===== src/logic/merr_consts.vh =====
// Register map, field positions and reset values of the memory error block
`ifndef MERR_CONSTS_VH
`define MERR_CONSTS_VH
// ---------------------------------------------------------------
// Register byte addresses
// ---------------------------------------------------------------
`define MERR_ADDR_W 16
`define MERR_OFS_FATAL_IND 16'h1084
`define MERR_OFS_FATAL_MASK 16'h1088
`define MERR_OFS_PB_ECC 16'h245C
`define MERR_OFS_HL_CTL 16'h5BA0
`define MERR_OFS_HL_STS 16'h5BA8
`define MERR_OFS_RETX_CTL 16'h5F54
`define MERR_OFS_RETX_STS 16'h5F58
// ---------------------------------------------------------------
// Fields
// ---------------------------------------------------------------
`define MERR_FATAL_LAN 0
`define MERR_FATAL_MNG 1
`define MERR_FATAL_HL 2
`define MERR_FATAL_DMA 3
`define MERR_FATAL_W 4
`define MERR_PB_ECC_EN_BIT 0
`define MERR_PB_COR_BIT 2
`define MERR_GPAR_BIT 0
`define MERR_QEN_LSB 6
`define MERR_QSTS_LSB 3
`define MERR_NQ 4
`define MERR_RETX_BIT 9
// ---------------------------------------------------------------
// Reset values
// ---------------------------------------------------------------
`define MERR_RST_FATAL_IND 4'h0
`define MERR_RST_FATAL_MASK 4'hF
`define MERR_RST_ECC_EN 1'b1
`define MERR_RST_QEN 4'hF
`define MERR_RST_GPAR 1'b0
`define MERR_RST_RETX_EN 1'b1
`endif


===== src/logic/merr_sticky.v =====
// Sticky flag bank: hardware set wins over software clear
`timescale 1ns/10ps
`include "merr_consts.vh"
module merr_sticky #(
   parameter W = 4
) (
   input wire pclk,
   input wire presetn,
   input wire [W-1:0] set,
   input wire [W-1:0] clr,
   output reg [W-1:0] flag_q
);
   wire [W-1:0] flag_d;
   // An event in the clearing cycle is kept
   assign flag_d = set | (flag_q & ~clr);
   always @(posedge pclk or negedge presetn) begin
      if (!presetn) begin
         flag_q <= {W{1'b0}};
      end else begin
         flag_q <= flag_d;
      end
   end
endmodule // merr_sticky


===== src/logic/merr_gpar.v =====
// Global parity enable, kept across all resets but power-good
`timescale 1ns/10ps
`include "merr_consts.vh"
module merr_gpar (
   input wire pclk,
   input wire lan_power_good_n,
   input wire wr,
   input wire wdata,
   output reg global_parity_enable_q
);
   always @(posedge pclk or negedge lan_power_good_n) begin
      if (!lan_power_good_n) begin
         global_parity_enable_q <= `MERR_RST_GPAR;
      end else if (wr) begin
         global_parity_enable_q <= wdata;
      end
   end
endmodule // merr_gpar


===== src/logic/merr_regs.v =====
// Memory error report registers with APB slave
//
// Implementation choice: the APB slave port.
`timescale 1ns/10ps
`include "merr_consts.vh"
module merr_regs (
   input wire pclk,
   input wire presetn,
   input wire lan_power_good_n,
   input wire psel,
   input wire penable,
   input wire pwrite,
   input wire [15:0] paddr,
   input wire [31:0] pwdata,
   output reg [31:0] prdata,
   output wire pready,
   output wire pslverr,
   input wire lan_mem_fatal_err,
   input wire mng_mem_fatal_err,
   input wire dma_mem_fatal_err,
   input wire buffer_corrected_err,
   input wire [3:0] queue_ram_parity_err,
   input wire retx_parity_err,
   output wire buffer_ecc_enable,
   output wire [3:0] queue_ram_check_active,
   output wire retx_check_active,
   output wire host_link_halt,
   output wire transmit_disable,
   output wire fatal_error_interrupt_cause
);
   // ---------------------------------------------------------------
   // Input synchronisers
   // ---------------------------------------------------------------
   localparam NIN = 9;
   wire [NIN-1:0] raw_in;
   reg [NIN-1:0] sync1_q;
   reg [NIN-1:0] sync2_q;
   assign raw_in = {retx_parity_err, queue_ram_parity_err,
      buffer_corrected_err, dma_mem_fatal_err, mng_mem_fatal_err,
      lan_mem_fatal_err};
   always @(posedge pclk or negedge presetn) begin
      if (!presetn) begin
         sync1_q <= {NIN{1'b0}};
         sync2_q <= {NIN{1'b0}};
      end else begin
         sync1_q <= raw_in;
         sync2_q <= sync1_q;
      end
   end
   wire lan_err_s;
   wire mng_err_s;
   wire dma_err_s;
   wire cor_err_s;
   wire [3:0] q_err_s;
   wire retx_err_s;
   assign lan_err_s = sync2_q[0];
   assign mng_err_s = sync2_q[1];
   assign dma_err_s = sync2_q[2];
   assign cor_err_s = sync2_q[3];
   assign q_err_s = sync2_q[7:4];
   assign retx_err_s = sync2_q[8];

   // ---------------------------------------------------------------
   // APB decode
   // ---------------------------------------------------------------
   // Zero-wait slave: every access completes in its first access cycle
   function hit;
      input [15:0] a;
      input [15:0] ofs;
      begin
         hit = (a[15:2] == ofs[15:2]);
      end
   endfunction

   // Queue enables sit on every other bit from bit 6 upward
   function [3:0] qen_from_word;
      input [31:0] w;
      begin
         qen_from_word = {w[`MERR_QEN_LSB+6], w[`MERR_QEN_LSB+4],
            w[`MERR_QEN_LSB+2], w[`MERR_QEN_LSB]};
      end
   endfunction

   function [31:0] qen_to_word;
      input [3:0] q;
      begin
         qen_to_word = 32'h0000_0000;
         qen_to_word[`MERR_QEN_LSB] = q[0];
         qen_to_word[`MERR_QEN_LSB+2] = q[1];
         qen_to_word[`MERR_QEN_LSB+4] = q[2];
         qen_to_word[`MERR_QEN_LSB+6] = q[3];
      end
   endfunction

   wire access;
   wire wr_en;
   wire rd_en;
   assign access = psel & penable;
   assign wr_en = access & pwrite;
   assign rd_en = access & ~pwrite;
   assign pready = 1'b1;

   // ---------------------------------------------------------------
   // Register select
   // ---------------------------------------------------------------
   wire hit_ind;
   wire hit_mask;
   wire hit_ecc;
   wire hit_ctl;
   wire hit_sts;
   wire hit_rctl;
   wire hit_rsts;
   assign hit_ind = hit(paddr, `MERR_OFS_FATAL_IND);
   assign hit_mask = hit(paddr, `MERR_OFS_FATAL_MASK);
   assign hit_ecc = hit(paddr, `MERR_OFS_PB_ECC);
   assign hit_ctl = hit(paddr, `MERR_OFS_HL_CTL);
   assign hit_sts = hit(paddr, `MERR_OFS_HL_STS);
   assign hit_rctl = hit(paddr, `MERR_OFS_RETX_CTL);
   assign hit_rsts = hit(paddr, `MERR_OFS_RETX_STS);
   wire mapped;
   assign mapped = hit_ind | hit_mask | hit_ecc | hit_ctl | hit_sts
      | hit_rctl | hit_rsts;
   // Unmapped addresses read zero and flag an error
   assign pslverr = access & ~mapped;

   wire wr_mask;
   wire wr_ecc;
   wire wr_ctl;
   wire wr_sts;
   wire wr_rctl;
   wire wr_rsts;
   wire rd_ind;
   assign wr_mask = wr_en & hit(paddr, `MERR_OFS_FATAL_MASK);
   assign wr_ecc = wr_en & hit(paddr, `MERR_OFS_PB_ECC);
   assign wr_ctl = wr_en & hit(paddr, `MERR_OFS_HL_CTL);
   assign wr_sts = wr_en & hit(paddr, `MERR_OFS_HL_STS);
   assign wr_rctl = wr_en & hit(paddr, `MERR_OFS_RETX_CTL);
   assign wr_rsts = wr_en & hit(paddr, `MERR_OFS_RETX_STS);
   assign rd_ind = rd_en & hit(paddr, `MERR_OFS_FATAL_IND);

   // ---------------------------------------------------------------
   // Control registers
   // ---------------------------------------------------------------
   reg [3:0] fatal_mask_q;
   reg ecc_en_q;
   reg [3:0] queue_ram_check_enable_q;
   reg retx_en_q;
   wire global_parity_enable;
   wire [3:0] qen_wdata;
   wire [3:0] mask_wdata;
   wire ecc_en_wdata;
   wire retx_en_wdata;
   wire gpar_wdata;
   assign qen_wdata = qen_from_word(pwdata);
   assign mask_wdata = pwdata[`MERR_FATAL_W-1:0];
   assign ecc_en_wdata = pwdata[`MERR_PB_ECC_EN_BIT];
   assign retx_en_wdata = pwdata[`MERR_RETX_BIT];
   assign gpar_wdata = pwdata[`MERR_GPAR_BIT];
   always @(posedge pclk or negedge presetn) begin
      if (!presetn) begin
         fatal_mask_q <= `MERR_RST_FATAL_MASK;
         ecc_en_q <= `MERR_RST_ECC_EN;
         queue_ram_check_enable_q <= `MERR_RST_QEN;
         retx_en_q <= `MERR_RST_RETX_EN;
      end else begin
         if (wr_mask) begin
            fatal_mask_q <= mask_wdata;
         end
         if (wr_ecc) begin
            ecc_en_q <= ecc_en_wdata;
         end
         if (wr_ctl) begin
            queue_ram_check_enable_q <= qen_wdata;
         end
         if (wr_rctl) begin
            retx_en_q <= retx_en_wdata;
         end
      end
   end

   // ---------------------------------------------------------------
   // Global parity enable
   // ---------------------------------------------------------------
   merr_gpar u_gpar (
      .pclk(pclk),
      .lan_power_good_n(lan_power_good_n),
      .wr(wr_ctl),
      .wdata(gpar_wdata),
      .global_parity_enable_q(global_parity_enable)
   );

   // Parity checks are qualified by the global enable
   assign queue_ram_check_active = queue_ram_check_enable_q
      & {4{global_parity_enable}};
   assign retx_check_active = retx_en_q & global_parity_enable;
   assign buffer_ecc_enable = ecc_en_q;

   // ---------------------------------------------------------------
   // Status flags
   // ---------------------------------------------------------------
   wire [3:0] q_sts;
   wire [3:0] q_set;
   wire [3:0] q_w1c;
   wire cor_set;
   wire cor_w1c;
   wire retx_set;
   wire retx_w1c;
   assign q_set = q_err_s & queue_ram_check_active;
   assign q_w1c = wr_sts ? pwdata[`MERR_QSTS_LSB+3:`MERR_QSTS_LSB] : 4'h0;
   // Corrected errors are only logged while correction is switched on
   assign cor_set = cor_err_s & ecc_en_q;
   assign cor_w1c = wr_ecc & pwdata[`MERR_PB_COR_BIT];
   assign retx_set = retx_err_s & retx_check_active;
   assign retx_w1c = wr_rsts & pwdata[`MERR_RETX_BIT];

   merr_sticky #(.W(4)) u_qsts (
      .pclk(pclk),
      .presetn(presetn),
      .set(q_set),
      .clr(q_w1c),
      .flag_q(q_sts)
   );

   wire [0:0] cor_sts;
   merr_sticky #(.W(1)) u_cor (
      .pclk(pclk),
      .presetn(presetn),
      .set(cor_set),
      .clr(cor_w1c),
      .flag_q(cor_sts)
   );

   wire [0:0] retx_sts;
   merr_sticky #(.W(1)) u_retx (
      .pclk(pclk),
      .presetn(presetn),
      .set(retx_set),
      .clr(retx_w1c),
      .flag_q(retx_sts)
   );

   // ---------------------------------------------------------------
   // Fatal indication
   // ---------------------------------------------------------------
   wire lan_fatal_set;
   wire hl_fatal_set;
   wire [3:0] fatal_set;
   wire [3:0] fatal_rc;
   wire [3:0] fatal_ind;
   wire [3:0] fatal_pending;
   // A retransmit parity error is a LAN port memory fault
   assign lan_fatal_set = lan_err_s | retx_set;
   // Host-link fatal follows the queue status on the same edge
   assign hl_fatal_set = |q_set;
   assign fatal_set = {dma_err_s, hl_fatal_set, mng_err_s, lan_fatal_set};
   // Only bits the reader was shown are cleared, so an event landing on
   // the setup edge survives to the next read; one on the access edge
   // wins over the clear
   assign fatal_rc = rd_ind ? prdata[`MERR_FATAL_W-1:0] : 4'h0;
   merr_sticky #(.W(`MERR_FATAL_W)) u_fatal (
      .pclk(pclk),
      .presetn(presetn),
      .set(fatal_set),
      .clr(fatal_rc),
      .flag_q(fatal_ind)
   );

   // ---------------------------------------------------------------
   // Traffic control and interrupt cause
   // ---------------------------------------------------------------
   assign fatal_pending = fatal_ind & fatal_mask_q;
   assign fatal_error_interrupt_cause = |fatal_pending;
   // Halt stays up until software has cleared every status bit
   assign host_link_halt = |q_sts;
   assign transmit_disable = retx_sts[0];

   // ---------------------------------------------------------------
   // Read data
   // ---------------------------------------------------------------
   wire [31:0] word_ind;
   wire [31:0] word_mask;
   wire [31:0] word_ecc;
   wire [31:0] word_ctl;
   wire [31:0] word_sts;
   wire [31:0] word_rctl;
   wire [31:0] word_rsts;
   assign word_ind = {28'h0, fatal_ind};
   assign word_mask = {28'h0, fatal_mask_q};
   assign word_ecc = {29'h0, cor_sts[0], 1'b0, ecc_en_q};
   assign word_ctl = qen_to_word(queue_ram_check_enable_q)
      | {31'h0, global_parity_enable};
   assign word_sts = {25'h0, q_sts, 3'h0};
   assign word_rctl = {22'h0, retx_en_q, 9'h000};
   assign word_rsts = {22'h0, retx_sts[0], 9'h000};
   reg [31:0] rd_mux;
   // Selects are mutually exclusive; unmapped addresses read zero
   always @* begin
      rd_mux = 32'h0000_0000;
      if (hit_ind) begin
         rd_mux = word_ind;
      end
      if (hit_mask) begin
         rd_mux = word_mask;
      end
      if (hit_ecc) begin
         rd_mux = word_ecc;
      end
      if (hit_ctl) begin
         rd_mux = word_ctl;
      end
      if (hit_sts) begin
         rd_mux = word_sts;
      end
      if (hit_rctl) begin
         rd_mux = word_rctl;
      end
      if (hit_rsts) begin
         rd_mux = word_rsts;
      end
   end

   wire rd_setup;
   assign rd_setup = psel & ~penable & ~pwrite;
   // Read data is registered at the setup cycle so it is stable in access
   always @(posedge pclk or negedge presetn) begin
      if (!presetn) begin
         prdata <= 32'h0000_0000;
      end else if (rd_setup) begin
         prdata <= rd_mux;
      end
   end
endmodule // merr_regs


===== config.mk =====
export PLATFORM = sky130hd
export DESIGN_NAME = merr_regs
export DESIGN_NICKNAME = d
export VERILOG_FILES = /design/src/logic/merr_sticky.v /design/src/logic/merr_gpar.v /design/src/logic/merr_regs.v
export VERILOG_INCLUDE_DIRS = /design/src /design/src/logic
export SDC_FILE = /design/constraint.sdc
export NUM_CORES = 1
export LEC_CHECK = 0
export BUFFER_PORTS_ARGS = -buffer_cell sky130_fd_sc_hd__buf_2
export CORE_MARGIN = 5
export CORE_UTILIZATION = 42
export CTS_CLUSTER_DIAMETER = 40
export DETAILED_ROUTE_END_ITERATION = 7
export GPL_TIMING_DRIVEN = 0
export PLACE_DENSITY = 0.75
export SLEW_MARGIN = 10
export SYNTH_ARGS = -nofsm -noshare
export SYNTH_HDL_FRONTEND = slang
export SYNTH_SLANG_ARGS = --single-unit

===== constraint.sdc =====
create_clock -name pclk -period 1.75 [get_ports pclk]
set_input_delay 0.2625 -clock pclk [delete_from_list [all_inputs] [get_ports pclk]]
set_output_delay 0.2625 -clock pclk [all_outputs]
set_load 0.005 [all_outputs]

==> flow_metrics.env, run 1 <==
export IMPL_outcome="complete, but fails checks"
export IMPL_violations="setup timing"
export IMPL_reg2reg_depth=2
export IMPL_yosys_area_top_type="dfrtp_1"
export IMPL_final_cell_mix="buf_2 (58), dfrtp_1 (40), buf_4 (27)"
export IMPL_setup_ws_ns=-0.3244
export IMPL_finalSetupViolations=18
export IMPL_grt_ovfl_total=0
export IMPL_max_clock_freq_ghz=0.4821
export IMPL_worstMarginPinSlew_ns=1.054
export IMPL_critPathLaunchType="input port"
export IMPL_cp_endpoint="pslverr"
export IMPL_max_cap_violations=0
export IMPL_crit_fanout=3
export IMPL_die_area_mm2=0.007106
export IMPL_cts_max_level=2
export IMPL_yosys_area_top_type_share_pct=43.17
export IMPL_io_buffers=60
export IMPL_period_needed_ns=2.074
export IMPL_nets=355
export IMPL_cts_sinks=50
export IMPL_layout_drive_gt1_share_pct=47.78
export IMPL_post_route_util_pct=56.08
export IMPL_wl_per_cell_um=14.79
export IMPL_synth_ff_type="dfrtp_1"
export IMPL_postPlaceCellArea_mm2=0.002800
export IMPL_clock_latency_ns=0.30
export IMPL_vias=1828
export IMPL_met2WireLength_um=2620
export IMPL_via_per_inst=5.008
export IMPL_fin_tns_setup_ns=-2.440
export IMPL_syn_area_mm2=0.002318
export IMPL_syn_mean_instance_area_um2=11.71
export IMPL_place_ws_ns=-0.6384
export IMPL_rsz0062_at_grt="yes"
export IMPL_clockBufferDepth=2
export IMPL_drtAntennaViolNets=0
export IMPL_drv_slew=0
export IMPL_layout_commonest_cell="buf_2"
export IMPL_drt_iter0_markers=53
export IMPL_holdWs_ns=0.05832
export IMPL_dr_pass1_iters=4
export IMPL_grt_pass1_vias=1854
export IMPL_n_antenna_cell=0
export IMPL_cts_tree="yes"
export IMPL_power_density_mw_per_mm2=711.9
export IMPL_slowest_delay_ns=0.56
export IMPL_leakagePower_nw=1.473
export IMPL_cp_arrival_ns=1.81
export IMPL_dpl_hpwl_um=4076
export IMPL_path_cells="buf_6 -> or4b_4 -> or4_4 -> a21oi_4 -> nor3b_2 -> buf_2"
export IMPL_track_usage_pct=15.30
export IMPL_yosysUniqueCellTypes=40
export IMPL_hold_path_class="input port to flop"
export IMPL_syn_inst=198
export IMPL_wl_met1_um=2318
export IMPL_synthToLayoutAreaGrowth_pct=31.57
export IMPL_clock_skew_ns=0.003665
export IMPL_cp_slowest_cell="or4_4"
export IMPL_r2r_start="u_gpar.global_parity_enable_q$_DFFE_PN0P_"
export IMPL_die_h_um=84.30
export IMPL_r2r_slack_ns=0.71
export IMPL_dr_wl_met3_um=376
export IMPL_critical_path_class="input port to output pin"
export IMPL_yosys_warnings=0
export IMPL_hold_viol=0
export IMPL_drt_total_wl_um=5399
export IMPL_rows=27
export IMPL_ir_drop_mv=0.6023
export IMPL_holdCritStartpoint="lan_mem_fatal_err"
export IMPL_die_w_um=84.30
export IMPL_critPathCaptureType="output pin"
export IMPL_drc=0
export IMPL_synth_ff_latch_count=50
export IMPL_cp_data_required_time_ns=1.49
export IMPL_yosysSeqAreaShare_pct=54.51
export IMPL_crit_start="paddr[15]"
export IMPL_top_layer="met4"
export IMPL_core_area_mm2=0.005439
export IMPL_final_cell_area_mm2=0.003050
export IMPL_gp_congestion=0.8298
export IMPL_numCtsBuffers=5
export IMPL_synth_edf_count=0
export IMPL_period_share_pct=118.5
export IMPL_reg2reg_to="u_qsts.flag_q[3]$_DFF_PN0_"
export IMPL_synthTopCellsByArea="dfrtp_1 (43%), dfstp_2 (11%), buf_4 (7.1%)"
export IMPL_grt_pass1_wl_um=8742
export IMPL_antenna_found_initial=0
export IMPL_clk_pin_slew_ns=0.09
export IMPL_grt_max_degree=50
export IMPL_async_reset_ff_share_pct=100.0
export IMPL_max_slew_margin_rel_pct=29.75
export IMPL_root_buffer="clkbuf_8"
export IMPL_ioPinCount=106
export IMPL_initial_core_util_pct=42.63
## cell usage after synthesis, types with 2 or more instances
master    number
dfrtp_1       40
buf_4         22
nand2_1       15
mux2_2        11
nand3_1       11
dfstp_2       10
a22oi_1        9
a22o_1         8
and2_1         7
nand2b_1       5
or4_1          5
o31ai_1        4
a31o_2         3
and2_0         3
and3_1         3
clkbuf_1       3
nand4_1        3
nor2_1         3
o21ai_0        3
a21o_1         2
a21oi_1        2
conb_1         2
nor2b_1        2
nor3_1         2
nor3b_1        2
nor4_1         2
nor4_2         2
or3b_2         2
## metrics by stage
step | power (mW) | cells
after floorplan | 1.293 | 218
after global placement | 1.379 | 350
final | 2.172 | 365
after detailed placement | 1.384 | 350
after global routing | 2.271 | 365
after CTS | 2.186 | 365
## cells by family (layout without fill, tap and decap cells)
| kind of cell | Yosys count | count (layout) | synth area share, % |
|---|---|---|---|
| simple gates | 73 | 73 | 20.24 |
| buf+inv | 27 | 102 | 7.987 |
| other cells | 2 | 22 | 0.3239 |
| mux | 12 | 12 | 5.774 |
| compound gates | 34 | 34 | 11.17 |
| flops | 50 | 50 | 54.51 |
## flip-flops by register name, summed over array words and instances, names as in the netlist, 4 cells and up
signal                    count
sync1_q                       9
prdata                       11
fatal_mask_q                  4
queue_ram_check_enable_q      4
u_qsts.flag_q                 4
u_fatal.flag_q                4
sync2_q                       9
## how the worst min path moves through the flow
stage	end	depth (start not counted)
after floorplan	prdata[0]$_DFFE_PN0P_	0
after global placement	u_gpar.global_parity_enable_q$_DFFE_PN0P_	1
after detailed placement	u_gpar.global_parity_enable_q$_DFFE_PN0P_	1
after CTS	sync1_q[0]$_DFF_PN0_	1
after global routing	sync1_q[7]$_DFF_PN0_	1
final	sync1_q[0]$_DFF_PN0_	1
## power by group
group	internal, mW	total, mW	switching, mW
clock network	0.426	0.794	0.367
logic	0.0904	0.195	0.104
registers	1.18	1.18	0.00677
## cell type report
| class | instances | area [µm²] |
|---|---|---|
| buffer | 25 | 177.7 |
| clock buffer | 6 | 72.57 |
| clock inverter | 2 | 37.54 |
| fill | 480 | 2389 |
| inverter | 1 | 3.754 |
| multi-input combinational | 141 | 1022 |
| sequential | 50 | 1264 |
| tap | 72 | 90.09 |
| timing repair buffer | 68 | 382.9 |
## repair_timing
action                                  4_1_cts  5_1_grt
hold buffers                                  1        0
gates resized for setup                      13        8
pin swaps                                     8        3
cloned                                        0        0
setup buffers                                 7        0
endpoints found under the hold margin         1        0
endpoints found under the setup margin        8       23
## metal layers
metal  vias up  global-route usage (%)
met2        64                   25.04
met4         0                   4.532
li1        867                       -
met1       888                   19.66
met3         9                   4.514
met5         -                       0
## critical path, delay by kind of cell
family                 cells  cell delay (ns)
and+or+nand+nor            3             1.17
buffers and inverters      2             0.24
AOI/OAI and AO/OA          1             0.14
Note: power is estimated with default switching activity, not from simulation.
==> inputs of run 2 (changes only) <==
--- a/config.mk
+++ b/config.mk
@@ -13,6 +13,7 @@
 export DETAILED_ROUTE_END_ITERATION = 7
 export GPL_TIMING_DRIVEN = 0
 export PLACE_DENSITY = 0.75
+export REMOVE_ABC_BUFFERS = 1
 export SLEW_MARGIN = 10
 export SYNTH_ARGS = -nofsm -noshare
 export SYNTH_HDL_FRONTEND = slang
==> run 2 against run 1 <==
The flow still finishes with violations (setup timing). First-iteration DRC count rose to 3.1 times the previous value. Critical path depth unchanged. Clock power down 2%. Worst hold slack better by 0.0037 ns. Final cell count down 6.0%. Register-to-register slack about the same. Clock skew up 0.0082 ns.
==> flow_metrics.env, run 2 (same netlist as run 1, synthesis figures left out) <==
export IMPL_multiInputGateArea_mm2=0.001036
export IMPL_gp_congestion=0.8656
export IMPL_ir_drop_mv=0.6955
export IMPL_io_buffers=60
export IMPL_synthToLayoutAreaGrowth_pct=24.99
export IMPL_rsz0062_at_grt="yes"
export IMPL_ioPinCount=106
export IMPL_critPathCaptureType="output pin"
export IMPL_holdCritStartpoint="dma_mem_fatal_err"
export IMPL_period_needed_ns=2.039
export IMPL_fin_cells=343
export IMPL_path_cells="buf_6 -> or4b_4 -> or4_4 -> a21oi_2 -> nor3b_1 -> buf_2"
export IMPL_drv_slew=0
export IMPL_hold_path_class="input port to flop"
export IMPL_max_slew_margin_rel_pct=30.25
export IMPL_via_per_inst=5.216
export IMPL_clock_latency_ns=0.30
export IMPL_hold_depth=1
export IMPL_power_mw=2.120
export IMPL_drc=0
export IMPL_crit_fanout=3
export IMPL_cts_tree="yes"
export IMPL_root_buffer="clkbuf_8"
export IMPL_die_w_um=84.30
export IMPL_outcome="complete, but fails checks"
export IMPL_drt_total_wl_um=5514
export IMPL_layout_drive_gt1_share_pct=43.91
export IMPL_max_clock_freq_ghz=0.4903
export IMPL_track_usage_pct=15.81
export IMPL_numCtsBuffers=5
export IMPL_place_inst=324
export IMPL_power_density_mw_per_mm2=731.7
export IMPL_cp_data_required_time_ns=1.49
export IMPL_setup_ws_ns=-0.2894
export IMPL_leakagePower_nw=1.378
export IMPL_violations="setup timing"
export IMPL_worst_path_buf_inv=2
export IMPL_clock_skew_ns=0.01184
export IMPL_r2r_slack_ns=0.71
export IMPL_cts_max_level=2
export IMPL_die_h_um=84.30
export IMPL_crit_cells=6
export IMPL_reg2reg_depth=2
export IMPL_post_route_util_pct=53.28
export IMPL_dr_pass1_iters=4
export IMPL_wl_per_cell_um=16.08
export IMPL_initial_core_util_pct=42.63
export IMPL_die_area_mm2=0.007106
export IMPL_grt_ovfl_total=0
export IMPL_drt_iter0_markers=163
export IMPL_max_cap_violations=0
export IMPL_crit_start="paddr[15]"
export IMPL_critPathLaunchType="input port"
export IMPL_largestRegisters="prdata: 11 flops, sync1_q: 9 flops, sync2_q: 9 flops"
export IMPL_cts_sinks=50
export IMPL_whs_endpoint="sync1_q[2]$_DFF_PN0_"
export IMPL_holdWs_ns=0.06198
export IMPL_nets=333
export IMPL_rows=27
export IMPL_clockBufferDepth=2
export IMPL_grt_pass1_vias=1845
export IMPL_grt_pass1_wl_um=8976
export IMPL_fillers=492
export IMPL_layout_commonest_cell="buf_2"
export IMPL_grt_max_degree=50
export IMPL_core_area_mm2=0.005439
export IMPL_critical_path_class="input port to output pin"
export IMPL_period_share_pct=116.5
export IMPL_antenna_found_initial=0
export IMPL_cp_slowest_cell="or4b_4"
export IMPL_finalSetupViolations=9
export IMPL_regMostFlops="prdata"
export IMPL_dpl_hpwl_um=3971
export IMPL_n_antenna_cell=0
export IMPL_seq_area_mm2=0.001264
export IMPL_cp_arrival_ns=1.78
export IMPL_crit_family="simple AND/OR/NAND/NOR gates"
export IMPL_final_cell_mix="buf_2 (58), dfrtp_1 (40), conb_1 (22)"
export IMPL_r2r_start="u_gpar.global_parity_enable_q$_DFFE_PN0P_"
export IMPL_drtAntennaViolNets=0
export IMPL_worstMarginPinSlew_ns=1.046
export IMPL_clk_pin_slew_ns=0.09
export IMPL_hold_viol=0
export IMPL_vias=1789
export IMPL_slowest_delay_ns=0.56
export IMPL_reg2reg_to="u_fatal.flag_q[0]$_DFF_PN0_"
export IMPL_largest_reg_flops=11
run 2: changes by cell type in the layout (fill, tap and decap cells not counted), sizes merged:
| cell | delta |
|---|---|
| buf | -19 |
| clkbuf | -2 |
| clkinvlp | -1 |
run 2: worst register-to-register path: cells and delay by family (launching register included):
family	cells	cell delay, ns
DFF	1	0.48
AOI/OAI and AO/OA	1	0.26
and+or+nand+nor	1	0.20
run 2: where the power goes:
part / internal (mW) / switching (mW) / total (mW)
combinational: 0.0579 / 0.0996 / 0.158
sequential: 1.18 / 0.00691 / 1.18
clock: 0.428 / 0.352 / 0.779
total: 1.66 / 0.458 / 2.12
run 2: how the worst max path moves through the flow:
stage                                                 to  slack (ns)
6_report                                         pslverr       -0.29
5_1_grt                                          pslverr       -0.32
4_1_cts                                          pslverr       -0.29
3_5_place_dp   u_gpar.global_parity_enable_q$_DFFE_PN0P_       -0.71
3_3_place_gp   u_gpar.global_parity_enable_q$_DFFE_PN0P_       -0.67
2_1_floorplan  u_gpar.global_parity_enable_q$_DFFE_PN0P_       -0.32
run 2: cell type report:
class / instances / share of cell area (%)
clock buffer: 7 / 2.634
clock inverter: 1 / 1.036
inverter: 1 / 0.1295
multi-input combinational: 141 / 35.75
sequential: 50 / 43.61
tap: 72 / 3.109
timing repair buffer: 71 / 13.73
run 2: layer usage:
layer  global-route usage, %  share of wire (%)
met1                   20.24                 42
met2                   25.25                 47
met3                   5.103                8.9
met4                   5.409                1.7
met5                       0                  0
run 2: metrics by stage:
| stage | setup WS (ns) | setup TNS [ns] | area [µm²] |
|---|---|---|---|
| floorplan | -0.3178 | -2.742 | 2212 |
| global placement | -0.6678 | -10.87 | 2603 |
| detailed placement | -0.7117 | -11.39 | 2603 |
| CTS | -0.2891 | -1.976 | 2856 |
| global route | -0.3216 | -1.058 | 2898 |
| finish | -0.2894 | -0.7825 | 2898 |
run 2: timing repair:
action | 4_1_cts | 5_1_grt
hold buffers | 1 | 0
setup endpoints to repair | 16 | 23
setup buffers | 8 | 2
gates resized for setup | 15 | 7
endpoints found under the hold margin | 1 | 0
pin swaps | 6 | 13
